File: src/pkg/ushift_pkg.sv
// Purpose: Shared constants and carriers for the four-stage universal shift register.
// Assumes: Avalon-MM byte addresses, 32-bit data, one aligned word per register.
// Notes: Stage 0 is the first (serial-entry) stage, stage 3 the last.
package ushift_pkg;

    localparam int STAGES = 4;
    localparam int AV_ADDR_W = 4;
    localparam int AV_DATA_W = 32;
    localparam int AV_BE_W = 4;

    // Register byte offsets
    localparam logic [AV_ADDR_W-1:0] REG_CTRL = 4'h0;
    localparam logic [AV_ADDR_W-1:0] REG_STEP = 4'h4;
    localparam logic [AV_ADDR_W-1:0] REG_STATUS = 4'h8;

    // Only byte lane 0 holds live bits
    localparam int LANE_LIVE = 0;

    // Value returned for unmapped reads
    localparam logic [AV_DATA_W-1:0] RD_UNMAPPED = 32'h0000_0000;

    // Pins from the surrounding board logic, all asynchronous to core_clk
    typedef struct packed {
        logic clk;
        logic load;
        logic shift;
        logic serial;
        logic [STAGES-1:0] par;
    } pin_in_t;

    localparam int PIN_W = $bits(pin_in_t);

    // Control register: software may take over the pins
    typedef struct packed {
        logic [23:0] zero;
        logic src_sw;
        logic sw_serial;
        logic sw_shift;
        logic sw_load;
        logic [STAGES-1:0] sw_par;
    } ctrl_t;

    localparam ctrl_t CTRL_RST = 32'h0000_0000;

    // Status register: live state of the stages
    typedef struct packed {
        logic [24:0] zero;
        logic src_sw;
        logic clr_act;
        logic last_n;
        logic [STAGES-1:0] stages;
    } status_t;

    // Mode inputs as seen at one falling clock edge
    typedef struct packed {
        logic load;
        logic shift;
        logic serial;
        logic [STAGES-1:0] par;
    } mode_in_t;

endpackage

File: src/design/ushift_top.sv
// Purpose: Four-stage universal shift register with an Avalon-MM register port.
// Assumes: Shift clock, controls, data and clear come from pins asynchronous to core_clk.
// Notes: Software may take over the controls and step the register itself.
// Summary of operation
// - The block holds four stages with serial and parallel entry and serial and parallel outputs.
// - Data enters only on the falling edge of the shift clock, or on a STEP write while software has the controls, never on the rising edge.
// - With load and shift both low the stages keep their contents at each falling edge.
// - With load high and shift low a falling edge copies the four parallel inputs into the stages.
// - With shift high a falling edge shifts the stages one place right, whatever load is.
// - Only the mode present at the falling edge acts, so mode changes never corrupt the stages.
// - The inverted value of the last stage is an output beside the true stage outputs.
// - The clear acts at once without a clock, and while it is low clock and controls do nothing.
// - Each stage is a D flip-flop whose input level at the active edge appears on its output.
`timescale 1ns/1ps
module ushift_top (
    input wire logic core_clk,
    input wire logic sys_rst,
    input wire ushift_pkg::pin_in_t pins,
    input wire logic clear_n,
    input wire logic [ushift_pkg::AV_ADDR_W-1:0] avs_address,
    input wire logic avs_read,
    input wire logic avs_write,
    input wire logic [ushift_pkg::AV_DATA_W-1:0] avs_writedata,
    input wire logic [ushift_pkg::AV_BE_W-1:0] avs_byteenable,
    output logic [ushift_pkg::AV_DATA_W-1:0] avs_readdata,
    output logic avs_waitrequest,
    output logic [ushift_pkg::STAGES-1:0] stage_q,
    output logic last_n
);
    import ushift_pkg::*;

    function automatic logic hit(input logic [AV_ADDR_W-1:0] addr,
                                 input logic [AV_ADDR_W-1:0] off);
        hit = (addr == off);
    endfunction

    // Pin synchronisers
    logic [PIN_W:0] sync_out;
    pin_in_t pins_s;
    logic clear_s_n;

    ushift_sync #(
        .W(PIN_W + 1)
    ) u_sync (
        .core_clk(core_clk),
        .sys_rst(sys_rst),
        .async_in({clear_n, pins}),
        .sync_out(sync_out)
    );

    assign clear_s_n = sync_out[PIN_W];
    assign pins_s = sync_out[PIN_W-1:0];

    // Falling edge of the synchronised shift clock
    logic clk_prev_q;
    logic pin_fall;

    always_ff @(posedge core_clk) begin
        if (sys_rst) begin
            clk_prev_q <= 1'b0;
        end else begin
            clk_prev_q <= pins_s.clk;
        end
    end

    assign pin_fall = clk_prev_q & ~pins_s.clk;

    // Avalon slave: one wait cycle, answer on the second edge
    logic ack_q;
    logic req;
    logic accept;
    logic [AV_DATA_W-1:0] rdata_q;
    ctrl_t ctrl_q;
    logic step_q;
    status_t status;

    assign req = avs_read | avs_write;
    assign avs_waitrequest = req & ~ack_q;
    assign accept = req & ack_q;

    always_ff @(posedge core_clk) begin
        if (sys_rst) begin
            ack_q <= 1'b0;
        end else begin
            ack_q <= req & ~ack_q;
        end
    end

    always_comb begin
        status = '0;
        status.stages = stage_q;
        status.last_n = last_n;
        status.clr_act = ~clear_s_n;
        status.src_sw = ctrl_q.src_sw;
    end

    // Read data settles during the wait cycle and is held to the answer edge
    always_ff @(posedge core_clk) begin
        if (sys_rst) begin
            rdata_q <= '0;
        end else if (avs_read && !ack_q) begin
            if (hit(avs_address, REG_CTRL)) begin
                rdata_q <= ctrl_q;
            end else if (hit(avs_address, REG_STATUS)) begin
                rdata_q <= status;
            end else begin
                rdata_q <= RD_UNMAPPED;
            end
        end
    end

    assign avs_readdata = rdata_q;

    // Only lane 0 is live; upper bits stay zero
    always_ff @(posedge core_clk) begin
        if (sys_rst) begin
            ctrl_q <= CTRL_RST;
        end else if (accept && avs_write && hit(avs_address, REG_CTRL)
                     && avs_byteenable[LANE_LIVE]) begin
            ctrl_q <= CTRL_RST;
            ctrl_q.src_sw <= avs_writedata[7];
            ctrl_q.sw_serial <= avs_writedata[6];
            ctrl_q.sw_shift <= avs_writedata[5];
            ctrl_q.sw_load <= avs_writedata[4];
            ctrl_q.sw_par <= avs_writedata[STAGES-1:0];
        end
    end

    // A write to STEP stands for one falling edge of the shift clock
    always_ff @(posedge core_clk) begin
        if (sys_rst) begin
            step_q <= 1'b0;
        end else begin
            step_q <= accept & avs_write & hit(avs_address, REG_STEP)
                      & avs_byteenable[LANE_LIVE];
        end
    end

    // Source select; a clear in the synchroniser also inhibits the edge,
    // so a stale edge from before the clear cannot act after release
    mode_in_t mode;
    logic tick;

    always_comb begin
        if (ctrl_q.src_sw) begin
            mode.load = ctrl_q.sw_load;
            mode.shift = ctrl_q.sw_shift;
            mode.serial = ctrl_q.sw_serial;
            mode.par = ctrl_q.sw_par;
        end else begin
            mode.load = pins_s.load;
            mode.shift = pins_s.shift;
            mode.serial = pins_s.serial;
            mode.par = pins_s.par;
        end
    end

    assign tick = clear_s_n & (ctrl_q.src_sw ? step_q : pin_fall);

    ushift_core #(
        .N(STAGES)
    ) u_core (
        .core_clk(core_clk),
        .sys_rst(sys_rst),
        .clear_n(clear_n),
        .tick(tick),
        .mode(mode),
        .stages_q(stage_q),
        .last_n_q(last_n)
    );

    // Checks
    AST_HOLD_WHEN_IDLE: assert property (@(posedge core_clk) disable iff (sys_rst)
        (!tick && clear_n) ##1 clear_n |-> $stable(stage_q))
        else $error("Stages changed without a falling edge");

    AST_FALL_ONLY: assert property (@(posedge core_clk) disable iff (sys_rst)
        (tick && !ctrl_q.src_sw) |-> ($past(pins_s.clk) && !pins_s.clk))
        else $error("Pin step taken on a non-falling edge");

    AST_STORE: assert property (@(posedge core_clk) disable iff (sys_rst)
        (tick && !mode.load && !mode.shift) ##1 clear_n |-> stage_q == $past(stage_q))
        else $error("Store mode altered the stages");

    AST_LOAD: assert property (@(posedge core_clk) disable iff (sys_rst)
        (tick && mode.load && !mode.shift) ##1 clear_n |-> stage_q == $past(mode.par))
        else $error("Parallel load did not copy the inputs");

    AST_SHIFT: assert property (@(posedge core_clk) disable iff (sys_rst)
        (tick && mode.shift) ##1 clear_n
        |-> stage_q == {$past(stage_q[STAGES-2:0]), $past(mode.serial)})
        else $error("Right shift gave the wrong stages");

    AST_SERIAL_ENTRY: assert property (@(posedge core_clk) disable iff (sys_rst)
        (tick && mode.shift && mode.load) ##1 clear_n
        |-> stage_q[0] == $past(mode.serial))
        else $error("Serial input missed the first stage with load high");

    AST_LAST_INV: assert property (@(posedge core_clk) disable iff (sys_rst)
        last_n == ~stage_q[STAGES-1])
        else $error("Inverted last stage does not match");

    AST_CLEAR_INHIBIT: assert property (@(posedge core_clk) disable iff (sys_rst)
        (!clear_n ##1 !clear_n) |-> (stage_q == '0 && last_n))
        else $error("Clear did not hold stages at zero");

    AST_D_CAPTURE: assert property (@(posedge core_clk) disable iff (sys_rst)
        (tick && mode.load && !mode.shift && clear_n) ##1 (!tick && clear_n) ##1 clear_n
        |-> stage_q == $past(mode.par, 2))
        else $error("Loaded value not kept after the edge");

    AST_BUS_ANSWER: assert property (@(posedge core_clk) disable iff (sys_rst)
        (req && !ack_q) |=> (req -> !avs_waitrequest))
        else $error("Bus answer later than one wait cycle");

    COV_LOAD: cover property (@(posedge core_clk) disable iff (sys_rst)
        tick && mode.load && !mode.shift);
    COV_SHIFT: cover property (@(posedge core_clk) disable iff (sys_rst)
        tick && mode.shift);
    COV_STORE: cover property (@(posedge core_clk) disable iff (sys_rst)
        tick && !mode.load && !mode.shift);
    COV_CLEAR: cover property (@(posedge core_clk) disable iff (sys_rst)
        !clear_n ##1 clear_n);

endmodule

File: src/design/ushift_sync.sv
// Purpose: Two-flop synchroniser for a group of asynchronous pin levels.
// Assumes: Each bit is a slow level; no word coherence is promised across bits.
// Notes: The first stage feeds only the second stage.
`timescale 1ns/1ps
module ushift_sync #(
    parameter int W = 1
) (
    input wire logic core_clk,
    input wire logic sys_rst,
    input wire logic [W-1:0] async_in,
    output logic [W-1:0] sync_out
);
    logic [W-1:0] meta_q;
    logic [W-1:0] sync_q;

    always_ff @(posedge core_clk) begin
        if (sys_rst) begin
            meta_q <= '0;
            sync_q <= '0;
        end else begin
            meta_q <= async_in;
            sync_q <= meta_q;
        end
    end

    assign sync_out = sync_q;
endmodule

File: src/design/ushift_core.sv
// Purpose: The four D-type stages with hold, parallel load and right shift.
// Assumes: tick is a one-cycle pulse marking one falling edge of the shift clock.
// Notes: clear_n clears the stages at once, without any clock edge.
`timescale 1ns/1ps
module ushift_core #(
    parameter int N = ushift_pkg::STAGES
) (
    input wire logic core_clk,
    input wire logic sys_rst,
    input wire logic clear_n,
    input wire logic tick,
    input wire ushift_pkg::mode_in_t mode,
    output logic [N-1:0] stages_q,
    output logic last_n_q
);
    import ushift_pkg::*;

    logic [N-1:0] stages_d;

    // Shift wins over load; no tick means the stages keep their value
    always_comb begin
        stages_d = stages_q;
        if (tick) begin
            if (mode.shift) begin
                stages_d = {stages_q[N-2:0], mode.serial};
            end else if (mode.load) begin
                stages_d = mode.par;
            end
        end
    end

    // Clear is asynchronous and overrides everything while low
    always_ff @(posedge core_clk or negedge clear_n) begin
        if (!clear_n) begin
            stages_q <= '0;
        end else if (sys_rst) begin
            stages_q <= '0;
        end else begin
            stages_q <= stages_d;
        end
    end

    // Kept as its own flop so the inverted output is glitch free
    always_ff @(posedge core_clk or negedge clear_n) begin
        if (!clear_n) begin
            last_n_q <= 1'b1;
        end else if (sys_rst) begin
            last_n_q <= 1'b1;
        end else begin
            last_n_q <= ~stages_d[N-1];
        end
    end

    AST_CLEAR_ZERO: assert property (@(posedge core_clk) disable iff (sys_rst)
        !clear_n |-> (stages_q == '0 && last_n_q))
        else $error("Stages not zero while clear is low");

endmodule

File: config.mk
export PLATFORM = sky130hd
export DESIGN_NAME = ushift_top
export DESIGN_NICKNAME = d
export VERILOG_FILES = /design/src/pkg/ushift_pkg.sv /design/src/design/ushift_top.sv /design/src/design/ushift_sync.sv /design/src/design/ushift_core.sv
export SDC_FILE = /design/constraint.sdc
export NUM_CORES = 1
export LEC_CHECK = 0
export ABC_AREA = 1
export BUFFER_PORTS_ARGS = -buffer_cell sky130_fd_sc_hd__buf_4
export CORE_ASPECT_RATIO = 0.6
export CORE_MARGIN = 2
export CORE_UTILIZATION = 37
export DETAILED_ROUTE_END_ITERATION = 7
export GPL_TIMING_DRIVEN = 0
export PLACE_DENSITY = 0.76
export SETUP_SLACK_MARGIN = 0.4
export SYNTH_ARGS = -nofsm -noshare
export SYNTH_HDL_FRONTEND = slang
export SYNTH_SLANG_ARGS = --single-unit
export TNS_END_PERCENT = 20
File: constraint.sdc
create_clock -name core_clk -period 1.2 [get_ports core_clk]
set_input_delay 0.24 -clock core_clk [delete_from_list [all_inputs] [get_ports core_clk]]
set_output_delay 0.24 -clock core_clk [all_outputs]
set_load 0.005 [all_outputs]
==> out/metrics.csv, run 1 <==
metric,value,unit
dp_hpwl,3280,µm
grt_max_degree,14,
synthXorXnorAreaFrac,0,
crit_arrival,0.93,ns
post-route-period-util,0.972,
antenna_found_initial,0,
dieHeight,61.6,µm
avgRoutedWirePerCell,10.3,µm
drt-initial-drc-count,51,
irDropWorstVdd,0.562,mV
synth_compound_area_frac,0.0324,
drc_errors,0,
rrSetupSlack,0.08,ns
power.switching,683,µW
crit_family,flip-flops,
rows,20,
grt_overflow,0,
detail-route-antenna-nets,0,
cpPeakStageDelay,0.55,ns
regArea,872,µm²
postSynthAreaPerCell,7.41,µm²
hold_path.class,in -> reg,
comb_power_share,0.121,
synth.distinct_cells,27,
htree_num_levels,2,
skew,0.00455,ns
cp-end-kind,output port,
io_buffers,39,
grt_usage,0.145,
cts_buffers,5,
drv_cap,0,
finalNetCount,405,
critPathRequiredTime,0.96,ns
n_antenna_cell,0,
yosys.area_share.adder,0,
synthMuxAreaShare,0,
setup_tns,0,ns
crit_chain,buf_6,
grt_pass1_vias,1512,
routed_via_density,4.15,
final_cell_count_no_fill,419,
clockPowerShare,0.410,
ys_ff_latch,42,
dr.pass1.iters,4,
cp_slowest_cell,dfstp_2,
area_delta_synth_final,34.9,%
wl,4310,µm
grt_first_pass_wirelength,6760,µm
critPathMaxFanout,2,
multi_input_area,891,µm²
die_w,100,µm
fillers,512,
clk_latency,0.29,ns
cts_buffer_depth,2,
crit_buf_inv,1,
yosysWarnings,0,
die_area,6160,µm²
yosys.area_share.simple,0.346,
synth_top_family_by_area,simple AND/OR/NAND/NOR gates,
cts-root-buf,clkbuf_8,
maxSlewViolCount,0,
core_area,5180,µm²
cts_tree,built,
status,"finished, final reports clean",
seq_area_frac_synth,0.424,
finalSetupViolCount,0,
leakagePower,0.00144,µW
io_pins,91,
worst_hold_slack,0.140,ns
syn_inst,276,
post-place-cells,404,
initial_core_util,0.395,
switching_share,0.219,
fmax,857,MHz
routabilityCongestion,0.853,
rsz0062_at_grt,yes,
critPathLaunchType,register,
netlist_area,2040,µm²
path_clk_slew,0.08,ns
drive_gt1_frac,0.320,
crit_type,reg -> out,
pwr-share-seq,0.469,
hold_viol_final,0,
p_int,2440,µW
min_period,1.17,ns
vias,1740,
power_density,1130,nW/µm²
cts.sinks,42,
power groups by stage:
stage / Combinational (µW) / Clock (µW) / Sequential (µW)
after floorplan: 230 / 0 / 1490
after global placement: 355 / 0 / 1500
after detailed placement: 361 / 0 / 1500
after CTS: 364 / 1310 / 1460
after global routing: 420 / 1370 / 1470
final: 376 / 1280 / 1460
through the flow:
stage | total power (µW) | worst slack [ns] | util | cell area (µm²)
after detailed placement | 1860 | 0.0666 | 0.488 | 2530
after CTS | 3140 | 0.0249 | 0.524 | 2710
after global routing | 3260 | 0.00377 | 0.532 | 2760
after floorplan | 1720 | 0.194 | - | 2150
final | 3120 | 0.0333 | 0.532 | 2760
after global placement | 1850 | 0.0555 | 0.488 | 2530
kinds of logic (layout without fill, tap and decap cells):
logic type	count (synthesis)	count (layout)
compound gates	12	12
buf+inv	76	130
flops	42	42
other cells	1	24
simple gates	145	145
synth_stat cells, drive strengths merged:
library cell | instances | area, µm²
nand3 | 17 | 115
dfstp | 1 | 26.3
clkbuf | 2 | 7.51
nor2 | 51 | 240
a22oi | 1 | 7.51
dfxtp | 37 | 741
a21oi | 2 | 13.8
nand2 | 67 | 302
nor3 | 9 | 45.0
conb | 1 | 3.75
nand4 | 1 | 6.26
inv | 46 | 173
dfrtp | 4 | 100
o21ai | 9 | 45.0
buf | 28 | 219
routing by layer:
layer / global-route usage / routed length [µm] / up-vias
li1: - / - / 927
met1: 0.201 / 2210 / 756
met2: 0.217 / 1730 / 50
met3: 0.0477 / 324 / 7
met4: 0.0470 / 43 / 0
met5: 0 / 0 / -
worst reg2reg max path, stage by stage, from the launching register on:
cell and delay [ns]:
dfxtp_2 0.35, buf_8 0.15, a21oi_4 0.18, nor2_8 0.07, nand2_4 0.11, nand2_2 0.06
nand2_1 0.07, nor2_2 0.04
final timing paths:
path                                      end  depth (start not counted)             start
setup reg to reg           u_core.stages_q[3]                          7         ctrl_q[7]
hold reg to reg            u_sync.sync_out[4]                          2  u_sync.meta_q[4]
hold / removal               u_sync.meta_q[4]                          3           pins[4]
max in group asynchronous     u_core.last_n_q                          2           clear_n
setup / recovery                       last_n                          1   u_core.last_n_q
min in group asynchronous  u_core.stages_q[1]                          2           clear_n
flip-flops by register name (all words and copies together) (netlist names):
register         flops
u_sync.meta_q        9
u_sync.sync_out      9
avs_readdata         8
ctrl_q               8
u_core.stages_q      4
ack_q                1
clk_prev_q           1
step_q               1
u_core.last_n_q      1
cells in the final DEF, fill, tap and decap left out, types with 5 or more instances in the layout:
master,synthesis,routed
o21ai_1,8,8
nor3_1,9,9
inv_1,40,40
clkbuf_8,0,6
dfxtp_1,37,35
buf_4,24,64
buf_6,3,7
nand3_1,14,14
nand2_1,57,57
conb_1,1,24
nor2_1,45,43
nand2_4,5,6
nor2_4,4,5
cell type report:
class / instances / area share
tap: 66 / 0.0299
inverter: 46 / 0.0644
timing repair buffer: 46 / 0.133
multi-input combinational: 181 / 0.323
clock buffer: 7 / 0.0390
clock inverter: 1 / 0.0109
buffer: 30 / 0.0835
sequential: 42 / 0.316
what timing repair did:
item / 4_1_cts / 5_1_grt
endpoints found under the hold margin: 5 / 0
gates resized for setup: 4 / 8
buffers inserted: 3 / 2
gates cloned: 0 / 1
setup endpoints to repair: 41 / 54
hold buffers: 1 / 0
pin swaps: 2 / 2
Power figures use the tool's default switching activity.
==> run 2, diff against run 1 <==
CTS_BUF_LIST = sky130_fd_sc_hd__clkbuf_8   (was not set)
==> run 2 against run 1 <==
Net effect:
- cell count unchanged
- flip-flop and latch count unchanged
- cell area increased by 5.3%
- die area did not move
- sequential share of layout area shrank 1.2 points
==> out/metrics.csv, run 2 (synthesis results as in run 1) <==
metric,value,unit,change
crit_chain,buf_6,,
fmax,857,MHz,about the same
cts.sinks,42,,unchanged
cts-root-buf,clkbuf_8,,
preCtsSetupSlack,0.0666,ns,unchanged
fin_area,2900,µm²,+5.3%
area_delta_synth_final,42.0,%,
worstRegToRegCells,7,,unchanged
final_common_cell,buf_4,,
path_clk_slew,0.08,ns,about the same
hold_path.class,in -> reg,,
regArea,885,µm²,+1.4%
pwr-share-seq,0.452,,-0.017
dieHeight,61.6,µm,unchanged
grt_max_degree,14,,unchanged
vias,1772,,+1.8%
critPathCapture,last_n,,
fillers,479,,-6.4%
dr.pass1.iters,4,,unchanged
rows,20,,unchanged
cts_buffers,5,,unchanged
finalSetupViolCount,0,,unchanged
maxSlewViolCount,0,,unchanged
drt-initial-drc-count,61,,+20%
cts_buffer_depth,2,,unchanged
worst-path-stages,1,,unchanged
hold_viol_final,0,,unchanged
switching_share,0.220,,+0.00172
crit_type,reg -> out,,
worst_slack,0.0335,ns,+0.000132 ns
leakagePower,0.00148,µW,+2.3%
p_int,2540,µW,+4.3%
critPathLaunchType,register,,
post-route-period-util,0.972,,about the same
cpPeakStageDelay,0.54,ns,about the same
avgRoutedWirePerCell,10.8,µm,+5.4%
drive_gt1_frac,0.394,,+0.0737
io_pins,91,,unchanged
clk_latency,0.30,ns,about the same
drc_errors,0,,unchanged
drv_cap,0,,unchanged
core_area,5180,µm²,unchanged
cts_tree,built,,
hp-start,pins[4],,
setup_tns,0,ns,unchanged
power_density,1120,nW/µm²,-0.74%
multi_input_area,966,µm²,+8.4%
antenna_found_initial,0,,unchanged
io_buffers,39,,unchanged
die_w,100,µm,unchanged
crit_start,u_core.last_n_q,,
worst_r2r_endpoint,u_core.stages_q[1],,
placed_area,2530,µm²,unchanged
post-place-cells,404,,unchanged
skew,0.0101,ns,+0.00559 ns
rrSetupSlack,0.06,ns,-0.02 ns
cp_slowest_cell,dfstp_2,,
clockPowerShare,0.424,,+0.014
power.switching,719,µW,+5.3%
min_period,1.17,ns,-0.000132 ns
critPathMaxFanout,2,,unchanged
crit_family,flip-flops,,
finalNetCount,405,,unchanged
irDropWorstVdd,0.581,mV,+3.3%
dp_hpwl,3280,µm,unchanged
cp-end-kind,output port,,
n_antenna_cell,0,,unchanged
wl,4540,µm,+5.4%
htree_num_levels,2,,unchanged
critPathRequiredTime,0.96,ns,about the same
final_cell_count_no_fill,419,,unchanged
grt_overflow,0,,unchanged
grt_usage,0.147,,+0.00200
grt_pass1_vias,1499,,-0.86%
initial_core_util,0.395,,unchanged
rsz0062_at_grt,yes,,
comb_power_share,0.124,,+0.003
crit_buf_inv,1,,unchanged
die_area,6160,µm²,unchanged
crit_arrival,0.93,ns,about the same
routed_via_density,4.23,,+1.8%
detail-route-antenna-nets,0,,unchanged
layout_common_cells,"buf_4, nand2_1, inv_1, nor2_1, dfxtp_1",,
rr_startpoint,ctrl_q[7],,
routabilityCongestion,0.853,,unchanged
status,"finished, final reports clean",,
grt_first_pass_wirelength,6800,µm,+0.71%
-- run 2: cell types whose count changed in the layout (fill, tap and decap cells not counted), moves of 3 or more --
cell	previous run	this run
nand3_1	14	11
dfxtp_2	1	8
o21ai_2	0	4
dfxtp_1	35	27
buf_4	64	55
nand2_1	57	53
nand2_2	4	8
nor2_4	5	9
nand3_2	1	4
o21ai_1	8	4
nor2_1	43	39
buf_6	7	15
-- run 2: stage by stage --
| step | hold slack [ns] | util | power [µW] |
|---|---|---|---|
| floorplan | -0.0556 | - | 1720 |
| global placement | 0.0491 | 0.488 | 1850 |
| detailed placement | 0.0499 | 0.488 | 1860 |
| CTS | 0.132 | 0.525 | 3230 |
| global route | 0.143 | 0.560 | 3390 |
| finish | 0.138 | 0.560 | 3260 |
-- run 2: cell type report --
type	instances	area share
timing repair buffer	46	0.138
inverter	46	0.0621
multi-input combinational	181	0.333
clock inverter	2	0.0207
clock buffer	6	0.0284
tap	66	0.0284
sequential	42	0.305
buffer	30	0.0849
-- run 2: power by group through the flow --
| stage | logic [µW] | registers [µW] | clock network (µW) |
|---|---|---|---|
| after global routing | 449 | 1480 | 1470 |
| after global placement | 355 | 1500 | 0 |
| after CTS | 364 | 1460 | 1400 |
| after detailed placement | 361 | 1500 | 0 |
| final | 405 | 1470 | 1380 |
| after floorplan | 230 | 1490 | 0 |
-- run 2: worst min-delay path by stage --
stage                         end  slack (ns)  cells past startpoint
2_1_floorplan  u_core.stages_q[0]       -0.06                      0
3_3_place_gp   u_core.stages_q[0]        0.05                      1
3_5_place_dp   u_core.stages_q[0]        0.05                      1
4_1_cts          u_sync.meta_q[1]        0.13                      3
5_1_grt          u_sync.meta_q[2]        0.14                      3
6_report         u_sync.meta_q[4]        0.14                      3
-- run 2: layer usage --
layer	track usage	share of wire	up-vias
met2	0.219	0.42	48
li1	-	-	929
met5	0	0	-
met4	0.0528	0.012	0
met3	0.0477	0.065	8
met1	0.203	0.51	787
-- run 2: what timing repair did --
action / CTS / global route
pin swaps: 2 / 39
hold endpoints to repair: 5 / 0
endpoints found under the setup margin: 40 / 54
buffers inserted: 3 / 3
gates resized for setup: 4 / 53
hold buffers: 1 / 0
==> run 3, diff against run 2 <==
PLACE_DENSITY = not set   (was 0.76)
PLACE_DENSITY_LB_ADDON = 0.05   (was not set)
clock period = 1.4 ns   (was 1.2 ns; I/O delays follow)
==> run 3 against run 2 <==
Net effect:
- cell count did not move
- largest cell class unchanged
- total power fell by 23%
- highest routed layer unchanged
- first-iteration DRC count fell by 16%
- largest power group unchanged
==> out/metrics.csv, run 3 (synthesis results as in run 1) <==
metric,value,unit,change
cp-end-kind,output port,,
cts-root-buf,clkbuf_8,,
io_buffers,39,,unchanged
p_int,1920,µW,-24%
crit_arrival,0.93,ns,about the same
power.switching,601,µW,-16%
hold_path.class,in -> reg,,
multi_input_area,913,µm²,-5.4%
fmax,829,MHz,
power_density,908,nW/µm²,-19%
regArea,875,µm²,-1.1%
switching_share,0.238,,+0.0177
min_period,1.21,ns,
crit_buf_inv,1,,unchanged
avgRoutedWirePerCell,10.6,µm,-1.7%
grt_max_degree,14,,unchanged
fillers,524,,+9.4%
hp-start,pins[7],,
crit_chain,buf_6,,
cts.sinks,42,,unchanged
antenna_found_initial,0,,unchanged
core_area,5180,µm²,unchanged
vias,1709,,-3.6%
detail-route-antenna-nets,0,,unchanged
worst_hold_slack,0.174,ns,+0.0361 ns
initial_core_util,0.395,,unchanged
layout_common_cells,"buf_4, nand2_1, nor2_1, inv_1, dfxtp_1",,
fin_area,2780,µm²,-4.2%
cpPeakStageDelay,0.54,ns,about the same
drt-initial-drc-count,51,,-16%
placed_area,2520,µm²,-0.35%
drive_gt1_frac,0.329,,-0.0652
crit_type,reg -> out,,
dieHeight,61.6,µm,unchanged
leakagePower,0.00144,µW,-2.4%
clk_latency,0.30,ns,about the same
io_pins,91,,unchanged
path_clk_slew,0.08,ns,about the same
drv_cap,0,,unchanged
wl,4460,µm,-1.7%
grt_overflow,0,,unchanged
critPathLaunchType,register,,
grt_usage,0.153,,+0.00540
rr_startpoint,ctrl_q[7],,
rrSetupSlack,0.21,ns,+0.15 ns
final_common_cell,buf_4,,
comb_power_share,0.126,,+0.002
critPathRequiredTime,1.12,ns,+0.16 ns
drc_errors,0,,unchanged
setup_tns,0,ns,unchanged
critPathMaxFanout,2,,unchanged
finalNetCount,405,,unchanged
cts_buffer_depth,2,,unchanged
hold_viol_final,0,,unchanged
die_area,6160,µm²,unchanged
grt_first_pass_wirelength,6990,µm,+2.7%
grt_pass1_vias,1410,,-5.9%
routabilityCongestion,0.869,,+1.9%
final_core_util,0.537,,-0.0237
n_antenna_cell,0,,unchanged
cts_buffers,5,,unchanged
dr.pass1.iters,4,,unchanged
status,"finished, final reports clean",,
rsz0062_at_grt,yes,,
cp_slowest_cell,dfstp_2,,
skew,0.00449,ns,-0.00565 ns
clockPowerShare,0.377,,-0.047
dp_hpwl,3350,µm,+2.4%
post-route-period-util,0.861,,
die_w,100,µm,unchanged
rows,20,,unchanged
htree_num_levels,2,,unchanged
area_delta_synth_final,36.0,%,
routed_via_density,4.08,,-3.6%
maxSlewViolCount,0,,unchanged
pwr-share-seq,0.496,,+0.044
finalSetupViolCount,0,,unchanged
crit_start,u_core.last_n_q,,
irDropWorstVdd,0.444,mV,-24%
crit_family,flip-flops,,
cts_tree,built,,
[run 3: final cells by class]
type / count / area share
Sequential cell: 42 / 0.315
Tap cell: 66 / 0.0297
Clock inverter: 3 / 0.0144
Buffer: 30 / 0.0828
Timing Repair Buffer: 46 / 0.140
Inverter: 46 / 0.0657
Clock buffer: 5 / 0.0248
Multi-Input combinational cell: 181 / 0.329
[run 3: worst paths after layout]
path / end / cells past startpoint
worst min-delay path: u_sync.meta_q[7] / 3
min in group asynchronous: u_core.stages_q[2] / 2
max in group asynchronous: u_core.last_n_q / 2
worst min register to register: u_sync.sync_out[0] / 2
worst max-delay path: last_n / 1
worst max register to register: u_core.stages_q[3] / 8
[run 3: power by group through the flow]
stage / combinational (µW) / clock (µW) / sequential, µW
after floorplan: 196 / 0 / 1280
after CTS: 310 / 979 / 1260
after global routing: 359 / 1030 / 1260
after global placement: 306 / 0 / 1280
final: 318 / 953 / 1250
after detailed placement: 307 / 0 / 1280
[run 3: what timing repair did]
item                                    in CTS  in global routing
setup buffers                                4                  1
hold buffers                                 1                  0
gates cloned                                 0                  1
endpoints found under the hold margin        5                  0
pin swaps                                    0                  7
endpoints found under the setup margin      34                 35
resized for setup                            6                 16
[run 3: per-stage QoR]
stage          instances  setup slack, ns  power (µW)
6_report             419            0.194        2520
2_1_floorplan        299            0.394        1480
5_1_grt              419            0.161        2650
4_1_cts              417            0.181        2550
3_5_place_dp         404            0.144        1590
3_3_place_gp         404            0.102        1590
[run 3: layer usage]
metal	wire length (µm)	share of wire	up-vias	track usage
met3	396	0.089	8	0.0522
met5	0	0	-	0
met4	62	0.014	0	0.0587
li1	-	-	925	-
met2	1680	0.38	56	0.201
met1	2320	0.52	720	0.227
